`config.mk`:
```
export PLATFORM = sky130hd
export DESIGN_NAME = sdmc_monitor
export DESIGN_NICKNAME = d
export VERILOG_FILES = /design/src/sdmc_pkg.sv /design/src/sdmc_monitor.sv
export VERILOG_INCLUDE_DIRS = /design/src
export SDC_FILE = /design/constraint.sdc
export NUM_CORES = 1
export LEC_CHECK = 0
export BUFFER_PORTS_ARGS = -buffer_cell sky130_fd_sc_hd__buf_2
export CAP_MARGIN = 20
export CORE_MARGIN = 8
export CORE_UTILIZATION = 45
export CTS_CLUSTER_DIAMETER = 150
export DETAILED_ROUTE_END_ITERATION = 10
export SYNTH_ARGS = -nofsm -noshare
export SYNTH_HDL_FRONTEND = slang
export SYNTH_SLANG_ARGS = --single-unit
```
`constraint.sdc`:
```
create_clock -name CLK -period 11.15 [get_ports CLK]
set_input_delay 1.6725 -clock CLK [delete_from_list [all_inputs] [get_ports CLK]]
set_output_delay 1.6725 -clock CLK [all_outputs]
set_load 0.01 [all_outputs]
```
`src/sdmc_cfg.svh`:
```
// Register offsets, field positions, command and response codes and timing counts of the sensor data monitor.
// Assumes a 25 MHz system clock; included by bare name.
`ifndef SDMC_CFG_SVH
`define SDMC_CFG_SVH
`define SDMC_OFF_STATUS 8'h10
`define SDMC_OFF_CFG11 8'h11
`define SDMC_OFF_TRIM 8'h13
`define SDMC_OFF_LOGCFG 8'h14
`define SDMC_OFF_TIMING 8'h15
`define SDMC_OFF_XLIM 8'h16
`define SDMC_OFF_YLIM 8'h17
`define SDMC_OFF_XCOEF 8'h18
`define SDMC_OFF_YCOEF 8'h19
`define SDMC_OFF_COMP 8'h1a
`define SDMC_OFF_CAL 8'h1b
`define SDMC_CUSTOM_CMD 8'ha0
`define SDMC_LOG_FIRST 8'h1c
`define SDMC_LOG_LAST 8'hff
`define SDMC_WAKE_CMD 8'h20
`define SDMC_ST_STARTED 7
`define SDMC_ST_ACTIVE 6
`define SDMC_ST_OVERFLOW 5
`define SDMC_ST_WDOG 4
`define SDMC_ST_BATT 3
`define SDMC_ST_ALARM 2
`define SDMC_ST_OUTBAND 1
`define SDMC_ST_IRQ 0
`define SDMC_RSP_NONE 4'h0
`define SDMC_RSP_BEGUN 4'h4
`define SDMC_RSP_HALTED 4'h8
`define SDMC_RSP_WORKING 4'he
`define SDMC_MINUTE_S 60
`define SDMC_CLK_HZ 25000000
`define SDMC_MINUTE_CYC (`SDMC_MINUTE_S * `SDMC_CLK_HZ)
`endif

```
`src/sdmc_pkg.sv`:
```
// Types shared by the sensor data monitor control block.
// Assumes nothing beyond the configuration header.
package sdmc_pkg;
   typedef enum logic [1:0] {
      SDMC_IDLE = 2'b00,
      SDMC_DELAY = 2'b01,
      SDMC_WAIT = 2'b10,
      SDMC_MEAS = 2'b11
   } sdmc_state_e;
   typedef struct packed {
      logic [11:0] x_avg;
      logic [11:0] y_avg;
      logic [11:0] temp_avg;
      logic valid;
      logic battery_low;
   } sdmc_sample_s;
   typedef struct packed {
      logic [7:0] x_norm;
      logic [7:0] y_norm;
      logic irq;
      logic store;
   } sdmc_result_s;
endpackage

```
`src/sdmc_monitor.sv`:
```
// Control logic of the sensor data monitor: configuration words, command decode and sequencing.
// Assumes the RF front end delivers word writes and custom commands as one-cycle strobes on CLK,
// and that the analog front end delivers averaged samples on CLK. Pin inputs are synchronised.
// Notes on behaviour
// - Interrupt area size zero means the interrupt-mode bit is ignored.
// - Alarm output low while logged count exceeds the alarm threshold.
// - Alarm released on monitor off, low battery or full memory.
// - Temperature average over two to the exponent samples, also used for outband.
// - Log area end valid 1Ch to FFh; smaller writes become 1Ch.
// - Without digital sensor, power down after the internal log cycles.
// - Timer loads the measure period; zero means measure continuously.
// - First measurement waits start delay times one minute.
// - Twelve-bit upper and lower interrupt limits per external sensor.
// - Normalised value is bits 11:4 of average times gain plus offset.
// - Per sensor positive and negative compensation enables and 6-bit values.
// - Monitor commands arrive in custom command A0h, low four bits.
// - Response set to all ones, command executed, then outcome written.
// - 0000 idle, 0100 start with cal and outband bits, 1000 stop.
// - Responses none, begun, halted, working, echoing cal and outband bits.
// - Calibration start calibrates, stores data, stops and powers down.
// - Start clears count; last log write stops monitor and increments count.
// - Low battery before measuring stops monitor and sets battery error unless disabled.
// - Power down on stop unless digital sensor present without power-down request.
// - RF write to words 11h to 1Bh stops monitor and clears status and count.
// - Bits 3:2 select start, stop or idle; value 20h wakes the digital sensor.
// - Response byte holds 000, wakeup state in bit 4, response code in 3:0.
// - Status bits started, active, overflow, watchdog, battery, alarm, outband, interrupt.
// - Reset clears status, logged count and releases the alarm.
// - In interrupt mode store external data only on interrupt, else always.
`timescale 1ns/1ps
`default_nettype none
`include "sdmc_cfg.svh"
module sdmc_monitor #(
   parameter int unsigned MINUTE_CYCLES = `SDMC_MINUTE_CYC
) (
   input wire logic CLK,
   input wire logic RSTN,
   input wire logic CE,
   input wire logic WR_STB,
   input wire logic [7:0] WR_ADDR,
   input wire logic [31:0] WR_DATA,
   input wire logic [7:0] RD_ADDR,
   output logic [31:0] RD_DATA,
   input wire logic CMD_STB,
   input wire logic [7:0] CMD_CODE,
   input wire logic [7:0] CMD_BYTE,
   output logic [7:0] RSP_BYTE,
   input wire sdmc_pkg::sdmc_sample_s SAMPLE,
   output sdmc_pkg::sdmc_result_s RESULT,
   output logic MEAS_REQ,
   output logic CAL_REQ,
   output logic [7:0] LOG_ADDR,
   input wire logic LOG_WRITTEN,
   input wire logic BATT_CHECK_DISABLE,
   input wire logic EXT_POWERDOWN_REQUEST,
   output logic POWER_DOWN,
   output logic ALARM_O,
   output logic ALARM_OE,
   output logic [5:0] X_POS_COMP,
   output logic [5:0] X_NEG_COMP,
   output logic [5:0] Y_POS_COMP,
   output logic [5:0] Y_NEG_COMP,
   output logic [3:0] COMP_EN,
   output logic [3:0] TEMP_AVG_EXPONENT,
   output logic [2:0] EXT_AVG_EXPONENT
);
   import sdmc_pkg::*;

   logic [31:0] cfg11_r, trim_r, logcfg_r, timing_r, xlim_r, ylim_r, xcoef_r, ycoef_r;
   logic [31:0] comp_r, cal_r;
   logic [7:0] status_r, logged_block_count_r, rsp_code_r;
   logic wake_r, pdn_r;
   logic [1:0] sync_bcd_r, sync_epd_r;
   sdmc_state_e state_r;
   logic [15:0] min_left_r;
   logic [31:0] tick_r;
   logic [7:0] log_ptr_r;
   logic [2:0] cmd_phase_r;
   logic [7:0] cmd_hold_r;
   logic cal_mode_r;

   wire logic bcd = sync_bcd_r[1];
   wire logic epd = sync_epd_r[1];
   wire logic [7:0] irq_area_size = logcfg_r[31:24];
   wire logic [7:0] alarm_threshold = logcfg_r[23:16];
   wire logic ext_digital_sensor_present = logcfg_r[15];
   wire logic [7:0] log_area_end = logcfg_r[7:0];
   wire logic [7:0] measure_period = timing_r[7:0];
   wire logic [15:0] start_delay = timing_r[31:16];
   wire logic irq_mode = cfg11_r[3] && (irq_area_size != 8'h00);
   wire logic minute_tick = (tick_r == MINUTE_CYCLES - 1);
   wire logic cfg_write = WR_STB && WR_ADDR >= `SDMC_OFF_CFG11 && WR_ADDR <= `SDMC_OFF_CAL;
   wire logic mon_cmd = CMD_STB && CMD_CODE == `SDMC_CUSTOM_CMD;
   wire logic [1:0] cmd_sel = CMD_BYTE[3:2];
   wire logic is_start = mon_cmd && cmd_sel == 2'b01;
   wire logic is_stop = mon_cmd && cmd_sel == 2'b10;
   wire logic running = state_r != SDMC_IDLE;
   wire logic batt_fail = SAMPLE.valid && SAMPLE.battery_low && !bcd;
   wire logic last_write = LOG_WRITTEN && log_ptr_r == log_area_end;
   wire logic halt = is_stop || cfg_write || batt_fail || last_write || (cal_mode_r && LOG_WRITTEN);

   // Product plus offset in signed arithmetic; the sample itself is unsigned.
   function automatic logic [7:0] norm(input logic [11:0] avg, input logic [11:0] gain,
                                       input logic [11:0] offs);
      logic signed [25:0] acc;
      acc = $signed({14'h0, avg}) * $signed(gain) + $signed(offs);
      return acc[11:4];
   endfunction

   function automatic logic outside(input logic [11:0] v, input logic [31:0] lim);
      return (v > lim[27:16]) || (v < lim[11:0]);
   endfunction

   always_ff @(posedge CLK or negedge RSTN) begin
      if (!RSTN) begin
         sync_bcd_r <= 2'b00;
         sync_epd_r <= 2'b00;
      end else if (CE) begin
         sync_bcd_r <= {sync_bcd_r[0], BATT_CHECK_DISABLE};
         sync_epd_r <= {sync_epd_r[0], EXT_POWERDOWN_REQUEST};
      end
   end

   // Configuration words are storage written by the RF side; the limit words keep only their 12-bit fields.
   always_ff @(posedge CLK or negedge RSTN) begin
      if (!RSTN) begin
         cfg11_r <= 32'h0;
         trim_r <= 32'h0;
         logcfg_r <= {24'h0, `SDMC_LOG_LAST};
         timing_r <= 32'h0;
         xlim_r <= 32'h0;
         ylim_r <= 32'h0;
         xcoef_r <= 32'h0;
         ycoef_r <= 32'h0;
         comp_r <= 32'h0;
         cal_r <= 32'h0;
      end else if (CE && WR_STB) begin
         if (WR_ADDR == `SDMC_OFF_CFG11) begin
            cfg11_r <= WR_DATA;
         end else if (WR_ADDR == `SDMC_OFF_TRIM) begin
            trim_r <= WR_DATA;
         end else if (WR_ADDR == `SDMC_OFF_LOGCFG) begin
            logcfg_r[31:8] <= WR_DATA[31:8];
            // Below the first log word is out of range; the smallest legal end is kept.
            logcfg_r[7:0] <= (WR_DATA[7:0] < `SDMC_LOG_FIRST) ? `SDMC_LOG_FIRST : WR_DATA[7:0];
         end else if (WR_ADDR == `SDMC_OFF_TIMING) begin
            timing_r <= WR_DATA;
         end else if (WR_ADDR == `SDMC_OFF_XLIM) begin
            xlim_r <= {4'h0, WR_DATA[27:16], 4'h0, WR_DATA[11:0]};
         end else if (WR_ADDR == `SDMC_OFF_YLIM) begin
            ylim_r <= {4'h0, WR_DATA[27:16], 4'h0, WR_DATA[11:0]};
         end else if (WR_ADDR == `SDMC_OFF_XCOEF) begin
            xcoef_r <= WR_DATA;
         end else if (WR_ADDR == `SDMC_OFF_YCOEF) begin
            ycoef_r <= WR_DATA;
         end else if (WR_ADDR == `SDMC_OFF_COMP) begin
            comp_r <= WR_DATA;
         end else if (WR_ADDR == `SDMC_OFF_CAL) begin
            cal_r <= WR_DATA;
         end
      end
   end

   always_ff @(posedge CLK or negedge RSTN) begin
      if (!RSTN) begin
         RD_DATA <= 32'h0;
      end else if (CE) begin
         if (RD_ADDR == `SDMC_OFF_STATUS) begin
            RD_DATA <= {16'h0, status_r, logged_block_count_r};
         end else if (RD_ADDR == `SDMC_OFF_CFG11) begin
            RD_DATA <= cfg11_r;
         end else if (RD_ADDR == `SDMC_OFF_TRIM) begin
            RD_DATA <= trim_r;
         end else if (RD_ADDR == `SDMC_OFF_LOGCFG) begin
            RD_DATA <= logcfg_r;
         end else if (RD_ADDR == `SDMC_OFF_TIMING) begin
            RD_DATA <= timing_r;
         end else if (RD_ADDR == `SDMC_OFF_XLIM) begin
            RD_DATA <= xlim_r;
         end else if (RD_ADDR == `SDMC_OFF_YLIM) begin
            RD_DATA <= ylim_r;
         end else if (RD_ADDR == `SDMC_OFF_XCOEF) begin
            RD_DATA <= xcoef_r;
         end else if (RD_ADDR == `SDMC_OFF_YCOEF) begin
            RD_DATA <= ycoef_r;
         end else if (RD_ADDR == `SDMC_OFF_COMP) begin
            RD_DATA <= comp_r;
         end else if (RD_ADDR == `SDMC_OFF_CAL) begin
            RD_DATA <= cal_r;
         end else begin
            RD_DATA <= 32'h0;
         end
      end
   end

   // Command sequencing: all ones first, then the outcome two cycles later.
   always_ff @(posedge CLK or negedge RSTN) begin
      if (!RSTN) begin
         cmd_phase_r <= 3'h0;
         cmd_hold_r <= 8'h0;
         rsp_code_r <= 8'h0;
         wake_r <= 1'b0;
      end else if (CE) begin
         cmd_phase_r <= {cmd_phase_r[1:0], mon_cmd};
         if (mon_cmd) begin
            cmd_hold_r <= CMD_BYTE;
            rsp_code_r <= 8'hff;
            if (CMD_BYTE == `SDMC_WAKE_CMD) begin
               wake_r <= 1'b1;
            end
         end else if (cmd_phase_r[1]) begin
            if (cmd_hold_r[3:2] == 2'b01) begin
               rsp_code_r <= {4'h0, `SDMC_RSP_BEGUN | {2'b00, cmd_hold_r[1:0]}};
            end else if (cmd_hold_r[3:2] == 2'b10) begin
               rsp_code_r <= {4'h0, `SDMC_RSP_HALTED | {2'b00, status_r[`SDMC_ST_OUTBAND], cal_mode_r}};
            end else if (running) begin
               rsp_code_r <= {4'h0, `SDMC_RSP_WORKING | {3'b000, cal_mode_r}};
            end else begin
               rsp_code_r <= {4'h0, `SDMC_RSP_NONE};
            end
         end
      end
   end

   assign RSP_BYTE = (rsp_code_r == 8'hff) ? 8'hff : {3'b000, wake_r, rsp_code_r[3:0]};

   always_ff @(posedge CLK or negedge RSTN) begin
      if (!RSTN) begin
         state_r <= SDMC_IDLE;
         min_left_r <= 16'h0;
         tick_r <= 32'h0;
         cal_mode_r <= 1'b0;
      end else if (CE) begin
         tick_r <= (minute_tick || !running) ? 32'h0 : tick_r + 32'h1;
         if (halt) begin
            state_r <= SDMC_IDLE;
            cal_mode_r <= 1'b0;
         end else if (is_start) begin
            cal_mode_r <= CMD_BYTE[0];
            state_r <= (start_delay == 16'h0) ? SDMC_MEAS : SDMC_DELAY;
            min_left_r <= start_delay;
         end else begin
            case (state_r)
               SDMC_DELAY: begin
                  if (minute_tick) begin
                     min_left_r <= min_left_r - 16'h1;
                     if (min_left_r == 16'h1) begin
                        state_r <= SDMC_MEAS;
                     end
                  end
               end
               SDMC_WAIT: begin
                  if (measure_period == 8'h00) begin
                     state_r <= SDMC_MEAS;
                  end else if (minute_tick) begin
                     min_left_r <= min_left_r - 16'h1;
                     if (min_left_r == 16'h1) begin
                        state_r <= SDMC_MEAS;
                     end
                  end
               end
               SDMC_MEAS: begin
                  if (SAMPLE.valid) begin
                     state_r <= SDMC_WAIT;
                     min_left_r <= {8'h0, measure_period};
                  end
               end
               default: begin
                  state_r <= SDMC_IDLE;
               end
            endcase
         end
      end
   end

   assign MEAS_REQ = (state_r == SDMC_MEAS) && !cal_mode_r;
   assign CAL_REQ = (state_r == SDMC_MEAS) && cal_mode_r;

   // Status and count; the final write both clears the active bit and still advances the count.
   always_ff @(posedge CLK or negedge RSTN) begin
      if (!RSTN) begin
         status_r <= 8'h0;
         logged_block_count_r <= 8'h0;
         log_ptr_r <= `SDMC_LOG_FIRST;
      end else if (CE) begin
         if (cfg_write) begin
            status_r <= 8'h0;
            logged_block_count_r <= 8'h0;
            log_ptr_r <= `SDMC_LOG_FIRST;
         end else if (is_start) begin
            status_r <= 8'h0;
            status_r[`SDMC_ST_STARTED] <= 1'b1;
            status_r[`SDMC_ST_ACTIVE] <= 1'b1;
            status_r[`SDMC_ST_OUTBAND] <= CMD_BYTE[1];
            logged_block_count_r <= 8'h0;
            log_ptr_r <= `SDMC_LOG_FIRST + irq_area_size;
         end else begin
            if (halt) begin
               status_r[`SDMC_ST_ACTIVE] <= 1'b0;
            end
            if (batt_fail && running) begin
               status_r[`SDMC_ST_BATT] <= 1'b1;
            end
            if (last_write) begin
               status_r[`SDMC_ST_OVERFLOW] <= 1'b1;
            end
            // Judged on the sample now arriving, not on the result registered from the last one.
            if (SAMPLE.valid && irq_mode &&
                (outside(SAMPLE.x_avg, xlim_r) || outside(SAMPLE.y_avg, ylim_r))) begin
               status_r[`SDMC_ST_IRQ] <= 1'b1;
            end
            status_r[`SDMC_ST_ALARM] <= ALARM_OE;
            if (LOG_WRITTEN) begin
               logged_block_count_r <= logged_block_count_r + 8'h1;
               log_ptr_r <= log_ptr_r + 8'h1;
            end
         end
      end
   end

   always_ff @(posedge CLK or negedge RSTN) begin
      if (!RSTN) begin
         pdn_r <= 1'b0;
      end else if (CE) begin
         if (is_start || (mon_cmd && CMD_BYTE == `SDMC_WAKE_CMD)) begin
            pdn_r <= 1'b0;
         end else if (halt && running) begin
            // A digital sensor keeps the part awake unless it is asking to sleep when the monitor stops.
            pdn_r <= !ext_digital_sensor_present || epd;
         end
      end
   end

   always_ff @(posedge CLK or negedge RSTN) begin
      if (!RSTN) begin
         RESULT <= '0;
      end else if (CE && SAMPLE.valid) begin
         RESULT.x_norm <= norm(SAMPLE.x_avg, xcoef_r[27:16], xcoef_r[11:0]);
         RESULT.y_norm <= norm(SAMPLE.y_avg, ycoef_r[27:16], ycoef_r[11:0]);
         RESULT.irq <= irq_mode && (outside(SAMPLE.x_avg, xlim_r) || outside(SAMPLE.y_avg, ylim_r));
         RESULT.store <= !irq_mode || outside(SAMPLE.x_avg, xlim_r) ||
                         outside(SAMPLE.y_avg, ylim_r);
      end
   end

   assign POWER_DOWN = pdn_r;
   assign LOG_ADDR = log_ptr_r;
   assign ALARM_O = 1'b0;
   // Once the monitor stops the pin floats again, so a display must latch the event itself.
   assign ALARM_OE = status_r[`SDMC_ST_ACTIVE] && !status_r[`SDMC_ST_BATT] &&
                     !status_r[`SDMC_ST_OVERFLOW] &&
                     (logged_block_count_r > alarm_threshold);
   assign X_POS_COMP = comp_r[13:8];
   assign X_NEG_COMP = comp_r[5:0];
   assign Y_POS_COMP = comp_r[29:24];
   assign Y_NEG_COMP = comp_r[21:16];
   assign COMP_EN = {comp_r[30], comp_r[22], comp_r[14], comp_r[6]};
   assign TEMP_AVG_EXPONENT = logcfg_r[11:8];
   assign EXT_AVG_EXPONENT = cfg11_r[6:4];
endmodule
`default_nettype wire

```
**Yosys cells after proc, flatten, opt, wreduce, memory -nomap -nowiden**

Cells that the tools add are included.

- Output and inout port bits: 106
- Register bits after elaboration: 449
- Memories kept: 0
- RAM bits: 0
- Input port bits: 110
- Bits in latches: 0
- ROM bits: 0

- Eq/ne operators: 37
- $add $sub $neg: 7
- Bitwise gates (word level): 10
- Div/mod/pow operators: 0
- Shifts and indexed selects: 0
- Multipliers: 2
- $lt $le $gt $ge: 8
- Reductions and logical operators: 79
- Multiplexer cells: 53

Operators with widths:

| kind | count |
|---|---|
| $mux W32 | 12 |
| $eq A8 B5 Y1 const B | 21 |
| $mux W8 | 11 |
| $mux W16 | 4 |
| $pmux W16 S3 | 1 |
| $add A32 B1 Y32 const B | 1 |
| $eq A32 B31 Y1 const B | 1 |
| $mul A13 B12 Y12 | 2 |
| $add A12 B12 Y12 | 2 |
| $gt A12 B12 Y1 | 2 |
| $lt A12 B12 Y1 | 2 |
| $reduce_and A2 Y1 | 12 |
| $logic_and A1 B1 Y1 | 23 |
| $mux W2 | 9 |
| $add A8 B1 Y8 const B | 2 |
| $eq A16 B1 Y1 const B | 1 |
| $eq A8 B8 Y1 const B | 2 |
| $logic_not A16 Y1 | 1 |
| $sub A16 B1 Y16 const B | 1 |
| $reduce_bool A3 Y1 | 5 |
| $logic_or A1 B1 Y1 | 12 |
| $mux W1 | 12 |
| $mux W4 | 3 |
| $reduce_and A11 Y1 | 1 |
| 26 further kinds | 53 |

**Longest topological paths before layout**

Gate-level depths: netlist of the first run.

- Word-level depth: 12
- Mapped depth: 22
- Depth with buffers taken out: 21

**Worst setup path after synthesis of the first run**

OpenSTA, ideal clock, no wires.

- Kind: input-to-reg
- Start: input SAMPLE[31] (netlist name)
- End: register RESULT[17] (netlist name)
- Arrival time: 5.831 ns
- Path buffers: 0
- Cell stages on the path: 18
- Data required time: 11.016 ns
- Path slack: 5.185 ns
- Cell sequence: and2_1 -> fa_1 -> inv_1 -> fa_1 -> inv_1 -> fa_1 -> inv_1 -> fa_1 -> inv_1 -> fa_1 -> ha_1 -> ha_1 -> o21ai_0 -> o21bai_1 -> a21o_1 -> a21oi_1 -> xnor2_1 -> o21ai_0

- Word-level cells in the longest chain between the ends: 2

RTL lines:

| element | RTL line | RTL |
|---|---|---|
| start, declared | sdmc_monitor.sv:48 | `input wire sdmc_pkg::sdmc_sample_s SAMPLE,` |
| $mul A13 B12 Y12 | sdmc_monitor.sv:106 | `acc = $signed({14'h0, avg}) * $signed(gain) + $signed(offs);` |
| $add A12 B12 Y12 | sdmc_monitor.sv:106 |  |
| end, declared | sdmc_monitor.sv:49 | `output sdmc_pkg::sdmc_result_s RESULT,` |

No other way between the ends.
A chain may end at the register's enable or synchronous reset.

**Worst setup path in the final report of the first run**

Ends and elaborated chain as after synthesis.

==> out/metrics.csv, run 1 <==
stage,metric,value,unit
clock_network,cts_setup_buffers,0,
setup_path,startpoint_type,input port,
die,core-area,0.0605,mm^2
placed_design,place_area,0.0289,mm^2
drt,wl_per_cell,24.0,um
worst_hold_path,worstHoldPathType,reg -> reg,
clock_network,cts_resized,0,
clock_network,hold_buffers,0,
cells_and_area,fin_area,0.0307,mm^2
placed_design,port_buffers,202,
outcome,status,"complete, no violations",
die,die_width,263,um
logic_synthesis,ys_seq_area_share,40.5,%
power,power_density,134,mW/mm^2
clock_network,clkTransAtPathRegs,0.06,ns
die,die_y,263,um
drt,drcViolationCount,0,
setup_path,cp.required,11.58,ns
clock_network,clock-sinks,445,
logic_synthesis,ys_seq_elements,445,
cells_and_area,drive_gt1_share,24.5,%
sta,rsz0062_at_grt,false,
clock_network,clk_path_buf_depth,3,
placed_design,globalplace.congestion,0.906,
logic_synthesis,async_flop_share,100,%
logic_synthesis,synth-adder-area-share,13.3,%
logic_synthesis,synthesis.area_per_instance,10.5,um^2
drt,drt_iter0_markers,1746,
logic_synthesis,syn_inst,2619,
drt,first_pass_iters,7,
placed_design,place_ws,4.57,ns
run,drv_cap,0,
logic_synthesis,yosys_warnings,0,
die,num_io_pins,216,
clock_network,clk_latency,0.64,ns
sta,fin_worst_skew,0.0468,ns
logic_synthesis,synth_edf_count,0,
grt,grtUsageMet1,32.8,%
cells_and_area,fill_cells,5343,
setup_path,crit_type,in -> reg,
clock_network,cts_root_buf,clkbuf_16,
grt,grt_util_all_layers,24.2,%
grt,grt_pass1_wl,131000,um
drt,detail-route-antenna-nets,0,
grt,grt_antenna_before_repair,4,
sta,drv_slew,0,
clock_network,cts_tree,done,
placed_design,hpwl,61000,um
logic_synthesis,synth_top_family_by_area,multiplexers,
power,p_leak,15.0,nW
setup_path,cp-end-kind,flip-flop,
logic_synthesis,synthXorXnorAreaFrac,3.34,%
sta,worstMarginPinSlew,1.04,ns
logic_synthesis,muxShareOfSynthArea,15.6,%
drt,avgViaCountPerCell,5.80,
grt,grt_pass1_vias,20900,
sta,setup_violations,0,
die,num_rows,90,
setup_path,critPathMostFrequentCell,fa_1,
grt,grt_use_met3,3.97,%
sta,finalHoldViolations,0,
logic_synthesis,syn_area,0.0275,mm^2
die,dieArea,0.0694,mm^2
logic_synthesis,synth_compound_area_share,9.35,%
logic_synthesis,yosys.area_share.simple,11.8,%
power,power.total,0.00413,W
drt,wirelength,84900,um
grt,top_usage_layer,met2,
grt,grtUsageMet2,39.1,%
setup_path,crit_arrival,6.43,ns
setup_path,cp_slowest_cell,fa_1,
sta,worst_slack,5.15,ns
sta,whs,0.469,ns
cells_and_area,areaGrowthSynthToFinish,11.6,%
setup_path,max_stage_delay,0.54,ns
die,initial_core_util,45.6,%
sta,fmax,167,MHz
logic_synthesis,synth_cell_type_count,82,
sta,relSlewSlack,31.0,%
clock_network,htree_levels,2,
clock_network,cts_buffers,52,
setup_path,path_delay_family,adder cells,
logic_synthesis,ys.flop_type,dfrtp_1,
sta,fin_setup_tns,0,ns
grt,grt_max_degree,126,
cells_and_area,fin_nets,3060,
sta,fin_crit,6.00,ns
setup_path,cp_cell_sequence,buf_2 -> and2_1 -> fa_1 -> inv_1 -> fa_1 -> inv_1 -> fa_1 -> inv_1 -> fa_1 -> inv_1 -> fa_1 -> ha_1 -> ha_1 -> o21ai_0 -> o21bai_1 -> a21o_1 -> a21oi_1 -> xnor2_1 -> o21ai_0,
power,vdd_ir_drop_max,121,uV
setup_path,cp_num_buf_inv,5,
drt,num_vias,20500,
grt,grt-ovfl-total,0,
logic_synthesis,syn_nets,2964,
setup_path,cp_max_fo,9,
sta,finalCritPeriodShare,53.8,%
state kept, by name, indices dropped and copies added (netlist names), 4 cells and up:
name,flops
LOG_ADDR,8
RD_DATA,32
RESULT,18
cal_r,32
cfg11_r,32
cmd_hold_r,4
comp_r,32
logcfg_r,32
logged_block_count_r,8
min_left_r,16
rsp_code_r,5
status_r,7
tick_r,32
timing_r,32
trim_r,32
xcoef_r,32
xlim_r,24
ycoef_r,32
ylim_r,24
cells in the final DEF (no fill, tap or decap), types with 21 or more instances in the layout:
master     synthesis  routed
dfrtp_1          434     434
mux2_2           294     294
nand2_1          264     264
inv_1            206     206
buf_2             21     199
o21ai_0          146     146
ha_1             139     139
nor2_1           138     136
fa_1              96      96
a21oi_1           86      86
and2_1            74      74
xnor2_1           63      63
clkbuf_16          0      52
nand3_1           39      39
xor2_1            37      37
mux4_2            34      34
buf_4             39      33
nor3_1            28      24
nand4_1           23      23
mux2i_1           22      22
a21o_1            21      21
cell families after synthesis:
family                     count (synthesis)
adders and majority gates                235
xor gates and xnor gates                 102
and+or+nand+nor                          674
muxes                                    351
AOI/OAI and AO/OA                        412
buffers and inverters                    399
other                                      1
DFF                                      445
stage by stage:
step	std cells	util (%)
final	3540	50.8
after global routing	3538	50.8
after CTS	3536	50.8
after detailed placement	3441	47.8
after global placement	3441	47.8
after floorplan	2619	-
synthesized netlist by cell type (28+ instances only):
master,n,share of area [%]
a21oi_1,86,1.6
and2_1,74,1.7
buf_4,39,1.1
clkbuf_1,100,1.4
dfrtp_1,434,39
fa_1,96,7.0
ha_1,139,6.3
inv_1,206,2.8
mux2_2,294,12
mux4_2,34,2.8
nand2_1,264,3.6
nand3_1,39,0.71
nor2_1,138,1.9
nor3_1,28,0.51
o21ai_0,146,2.7
xnor2_1,63,2.0
xor2_1,37,1.2
report_power, final:
| group | internal, W | leakage (nW) | switching (W) |
|---|---|---|---|
| Clock | 0.00104 | 0.871 | 0.000729 |
| Combinational | 0.000235 | 8.21 | 0.000336 |
| Sequential | 0.00170 | 5.91 | 0.0000913 |
| Total | 0.00298 | 15.0 | 0.00116 |
worst reg2reg max path, cell delays in order (launching register included):
cell,delay (ns)
dfrtp_1,0.56
and2_1,0.28
fa_1,0.54
inv_1,0.05
fa_1,0.51
inv_1,0.05
fa_1,0.49
inv_1,0.05
fa_1,0.47
inv_1,0.05
fa_1,0.47
ha_1,0.31
ha_1,0.34
o21ai_0,0.18
o21bai_1,0.11
a21o_1,0.20
a21oi_1,0.29
xnor2_1,0.16
o21ai_0,0.10
routing by layer:
metal	routed length (um)	part of all wire (%)
met1	36900	43
met2	40200	47
met3	5140	6.1
met4	2660	3.1
met5	23	0.027
final timing paths:
path	startpoint	to	slack [ns]	cells past startpoint
max	SAMPLE[31]	RESULT[17]	5.15	19
min reg2reg	RD_DATA[30]	RD_DATA[30]	0.47	1
max reg2reg	xcoef_r[18]	RESULT[17]	5.77	18
min	RD_DATA[30]	RD_DATA[30]	0.47	1
max in group asynchronous	RSTN	tick_r[25]	8.11	3
min in group asynchronous	RSTN	comp_r[9]	1.19	1
cell type report:
cell class              count  area (um^2)  area share (%)
multi-input cells        1775        14800            48.0
repair buffers            234         1290            4.18
well taps                 782          978            3.18
inverters                 207          777            2.53
diodes                      2         5.00          0.0163
clock buffers              77         1520            4.93
flip-flops and latches    445        11100            36.3
clock inverters            18          262           0.851
(Power assumes the default switching activity.)
==> run 2, diff against run 1 <==
==> constraint.sdc (replaced) <==
create_clock -name CLK -period 5.68 [get_ports CLK]
set_input_delay 0.852 -clock CLK [delete_from_list [all_inputs] [get_ports CLK]]
set_output_delay 0.852 -clock CLK [all_outputs]
set_load 0.01 [all_outputs]
==> out/metrics.csv, run 2 (synthesis results as in run 1) <==
stage,metric,value,unit
placed_design,port_buffers,202,
grt,grt-ovfl-total,0,
grt,grt_util_all_layers,24.1,%
clock_network,cts_setup_buffers,0,
drt,wl_per_cell,23.9,um
drt,first_pass_iters,5,
sta,whs,0.343,ns
die,core-area,0.0605,mm^2
setup_path,max_stage_delay,0.52,ns
cells_and_area,areaGrowthSynthToFinish,12.0,%
placed_design,hpwl,61800,um
cells_and_area,fill_cells,5385,
die,num_io_pins,216,
setup_path,crit_type,reg -> reg,
grt,grt_max_degree,127,
clock_network,cts_root_buf,clkbuf_16,
setup_path,cp.required,6.12,ns
outcome,status,"complete, no violations",
grt,grt_pass1_vias,20800,
power,p_leak,15.1,nW
die,dieArea,0.0694,mm^2
sta,fmax,195,MHz
drt,num_vias,20500,
drt,wirelength,84800,um
drt,detail-route-antenna-nets,0,
sta,fin_worst_skew,0.0291,ns
run,drv_cap,0,
sta,rsz0062_at_grt,false,
clock_network,clk_path_buf_depth,3,
drt,drt_iter0_markers,1755,
cells_and_area,drive_gt1_share,24.7,%
setup_path,cp-end-kind,flip-flop,
sta,finalHoldViolations,0,
setup_path,cp_cell_sequence,buf_4 -> and2_1 -> fa_1 -> inv_1 -> fa_1 -> inv_1 -> fa_1 -> fa_1 -> fa_1 -> ha_1 -> ha_1 -> o21ai_0 -> o21bai_1 -> a21o_1 -> a21oi_1 -> xnor2_1 -> o21ai_0,
die,die_y,263,um
power,power.total,0.00803,W
cells_and_area,fin_nets,3077,
clock_network,hold_buffers,0,
setup_path,cp_slowest_cell,fa_1,
cells_and_area,mostFrequentLayoutCell,dfrtp_1,
clock_network,clkTransAtPathRegs,0.06,ns
grt,grt_antenna_before_repair,6,
clock_network,cts_tree,done,
die,num_rows,90,
clock_network,clk_latency,0.62,ns
sta,finalCritPeriodShare,90.1,%
clock_network,htree_levels,2,
die,die_width,263,um
drt,avgViaCountPerCell,5.77,
sta,drv_slew,0,
setup_path,crit_arrival,5.56,ns
drt,drcViolationCount,0,
setup_path,cp_num_buf_inv,3,
sta,fin_setup_tns,0,ns
setup_path,critPathMostFrequentCell,fa_1,
power,vdd_ir_drop_max,221,uV
clock_network,cts_buffers,51,
grt,grt_pass1_wl,130000,um
sta,fin_crit,5.12,ns
die,initial_core_util,45.6,%
power,power_density,260,mW/mm^2
cells_and_area,layout_common_cells,"dfrtp_1 (434), mux2_2 (294), nand2_1 (264), inv_1 (206), buf_2 (199)",
sta,setup_violations,0,
clock_network,cts_resized,0,
sta,relSlewSlack,31.0,%
clock_network,clock-sinks,445,
setup_path,startpoint_type,flip-flop,
placed_design,globalplace.congestion,0.914,
sta,worstMarginPinSlew,1.03,ns
worst_hold_path,worstHoldPathType,in -> async,
setup_path,cp_max_fo,8,
setup_path,path_delay_family,adder cells,
[run 2: changes by cell type in the layout (fill, tap and decap cells not counted), sizes merged]
cell    delta
clkbuf     +1
buf       +18
diode      +3
clkinv     -5
[run 2: per-layer routing]
layer	vias to the layer above	GRT usage, %	routed length (um)	part of all wire (%)
met5	-	0	0	0
met3	163	5.24	5980	7.1
met2	689	37.9	39200	46
met1	10400	32.2	36300	43
met4	0	9.78	3360	4.0
li1	9234	-	-	-
[run 2: final cells by class]
class / count / area (um^2) / share of cell area [%]
antenna: 5 / 12.5 / 0.0405
clock inverter: 13 / 236 / 0.766
clock buffer: 78 / 1490 / 4.82
sequential: 445 / 11100 / 36.1
multi-input combinational: 1775 / 14800 / 47.8
timing repair buffer: 252 / 1460 / 4.72
inverter: 207 / 777 / 2.52
tap: 782 / 978 / 3.17
[run 2: final timing paths]
check                                    from            end  slack (ns)  cells after the start
min in group CLK           BATT_CHECK_DISABLE  sync_bcd_r[0]        0.47                      2
max reg2reg                       xcoef_r[17]     RESULT[17]        0.56                     17
min reg2reg                         RESULT[6]      RESULT[6]        0.47                      2
min                                      RSTN      comp_r[9]        0.34                      1
max                               xcoef_r[17]     RESULT[17]        0.56                     17
max in group asynchronous                RSTN     trim_r[11]        3.99                      2
[run 2: per-stage QoR]
stage,utilization [%],setup slack (ns),instances,cell area [um^2]
2_1_floorplan,-,0.535,2619,27500
3_3_place_gp,48.1,0.140,3458,29100
3_5_place_dp,48.1,0.159,3459,29100
4_1_cts,51.0,0.558,3550,30800
5_1_grt,51.0,0.285,3554,30900
6_report,51.0,0.560,3557,30900
[run 2: where the power goes]
part / switching (W) / total, W / leakage [nW] / internal (W)
combinational: 0.000663 / 0.00113 / 8.31 / 0.000467
sequential: 0.000177 / 0.00352 / 5.91 / 0.00334
clock: 0.00139 / 0.00339 / 0.833 / 0.00199
total: 0.00223 / 0.00803 / 15.1 / 0.00580
==> run 3, diff against run 2 <==
--- a/config.mk
+++ b/config.mk
@@ -6,12 +6,14 @@
 export SDC_FILE = /design/constraint.sdc
 export NUM_CORES = 1
 export LEC_CHECK = 0
-export BUFFER_PORTS_ARGS = -buffer_cell sky130_fd_sc_hd__buf_2
+export BUFFER_PORTS_ARGS = -buffer_cell sky130_fd_sc_hd__buf_4
 export CAP_MARGIN = 20
 export CORE_MARGIN = 8
 export CORE_UTILIZATION = 45
 export CTS_CLUSTER_DIAMETER = 150
 export DETAILED_ROUTE_END_ITERATION = 10
+export GPL_TIMING_DRIVEN = 1
+export REMOVE_ABC_BUFFERS = 1
 export SYNTH_ARGS = -nofsm -noshare
 export SYNTH_HDL_FRONTEND = slang
 export SYNTH_SLANG_ARGS = --single-unit
==> out/metrics.csv, run 3 (synthesis results as in run 1) <==
stage,metric,value,unit
power,vdd_ir_drop_max,223,uV
cells_and_area,layout_common_cells,"dfrtp_1 (434), mux2_2 (294), nand2_1 (264), buf_4 (241), inv_1 (206)",
die,die_y,263,um
clock_network,clkTransAtPathRegs,0.06,ns
drt,wl_per_cell,23.5,um
setup_path,cp-end-kind,flip-flop,
grt,grt_pass1_wl,128000,um
clock_network,clk_latency,0.63,ns
drt,drt_iter0_markers,1795,
grt,grt_util_all_layers,23.7,%
die,num_io_pins,216,
clock_network,clock-sinks,445,
run,drv_cap,0,
drt,num_vias,20500,
drt,avgViaCountPerCell,5.76,
setup_path,cp.required,6.17,ns
sta,drv_slew,0,
sta,finalHoldViolations,0,
clock_network,cts_buffers,51,
placed_design,hpwl,60300,um
clock_network,cts_setup_buffers,0,
setup_path,cp_max_fo,13,
grt,grt_max_degree,102,
clock_network,clk_path_buf_depth,3,
setup_path,crit_start,xcoef_r[17],
sta,fin_crit,5.10,ns
cells_and_area,drive_gt1_share,24.8,%
setup_path,reg2reg_slack,0.58,ns
sta,fmax,196,MHz
clock_network,cts_resized,0,
die,core-area,0.0605,mm^2
sta,rsz0062_at_grt,false,
die,die_width,263,um
sta,finalCritPeriodShare,89.7,%
die,dieArea,0.0694,mm^2
setup_path,crit_arrival,5.58,ns
setup_path,r2r_cells,18,
clock_network,cts_tree,done,
sta,relSlewSlack,29.3,%
drt,detail-route-antenna-nets,0,
sta,setup_violations,0,
drt,first_pass_iters,6,
placed_design,place_ws,0.156,ns
sta,fin_setup_tns,0,ns
setup_path,crit_type,reg -> reg,
placed_design,dp_cells,3456,
cells_and_area,fin_nets,3073,
sta,worstMarginPinSlew,1.06,ns
power,power.total,0.00817,W
clock_network,htree_levels,2,
cells_and_area,final_cells,3553,
outcome,status,"complete, no violations",
cells_and_area,mostFrequentLayoutCell,dfrtp_1,
drt,wirelength,83400,um
placed_design,globalplace.congestion,0.907,
power,p_leak,15.2,nW
placed_design,port_buffers,202,
grt,grt_pass1_vias,20800,
setup_path,timing.rr.start,xcoef_r[17],
cells_and_area,fill_cells,5378,
grt,grt_antenna_before_repair,6,
sta,fin_worst_skew,0.0424,ns
power,power_density,260,mW/mm^2
setup_path,startpoint_type,flip-flop,
clock_network,cts_root_buf,clkbuf_16,
worst_hold_path,worstHoldPathType,in -> async,
sta,worst_slack,0.584,ns
drt,drcViolationCount,0,
clock_network,hold_buffers,0,
die,num_rows,90,
die,initial_core_util,45.6,%
setup_path,r2r-end,RESULT[17],
grt,grt-ovfl-total,0,
cells_and_area,areaGrowthSynthToFinish,13.9,%
[run 3: cell types whose count changed in the layout (fill, tap and decap cells not counted), moves of 2 or more]
cell,before,now
buf_12,4,6
buf_2,199,0
clkinv_2,3,8
buf_4,47,241
diode_2,5,1
[run 3: worst max path at each step]
stage	to
finish	RESULT[17]
detailed placement	RESULT[9]
global placement	RESULT[9]
global route	RESULT[17]
floorplan	RESULT[17]
CTS	RESULT[17]
[run 3: worst max-delay path, stage by stage, from the launching register on]
cell      delay, ns
dfrtp_1        0.55
and2_1         0.26
fa_1           0.51
inv_1          0.06
fa_1           0.50
inv_1          0.05
fa_1           0.50
inv_1          0.05
fa_1           0.47
inv_1          0.05
fa_1           0.47
ha_1           0.31
ha_1           0.34
o21ai_0        0.18
o21bai_1       0.11
a21o_1         0.19
a21oi_1        0.17
xnor2_1        0.14
o21ai_0        0.08
[run 3: through the flow]
stage	instance area (um^2)	utilization (%)	hold WS [ns]
4_1_cts	31400	51.9	0.324
2_1_floorplan	26600	-	0.435
5_1_grt	31400	51.9	0.337
3_3_place_gp	29600	48.9	0.463
6_report	31400	51.9	0.255
3_5_place_dp	29600	48.9	0.457
[run 3: final cells by class]
| type | instances | area, um^2 | area share, % |
|---|---|---|---|
| repair buffers | 248 | 1940 | 6.20 |
| clock inverters | 18 | 284 | 0.905 |
| flip-flops and latches | 445 | 11100 | 35.5 |
| diodes | 1 | 2.50 | 0.00797 |
| inverters | 207 | 777 | 2.48 |
| multi-input cells | 1775 | 14800 | 47.0 |
| well taps | 782 | 978 | 3.12 |
| clock buffers | 77 | 1480 | 4.73 |
[run 3: layer usage]
metal | track usage, % | up-vias | share of wire [%]
li1 | - | 9215 | -
met1 | 32.7 | 10500 | 44
met2 | 37.8 | 614 | 47
met3 | 4.31 | 127 | 6.3
met4 | 7.26 | 6 | 2.7
met5 | 0 | - | 0.044
[run 3: power breakdown]
group / switching, W / internal [W] / total (W) / leakage [nW]
Sequential: 0.000185 / 0.00334 / 0.00353 / 5.91
Clock: 0.00141 / 0.00205 / 0.00346 / 0.866
Combinational: 0.000657 / 0.000525 / 0.00118 / 8.40
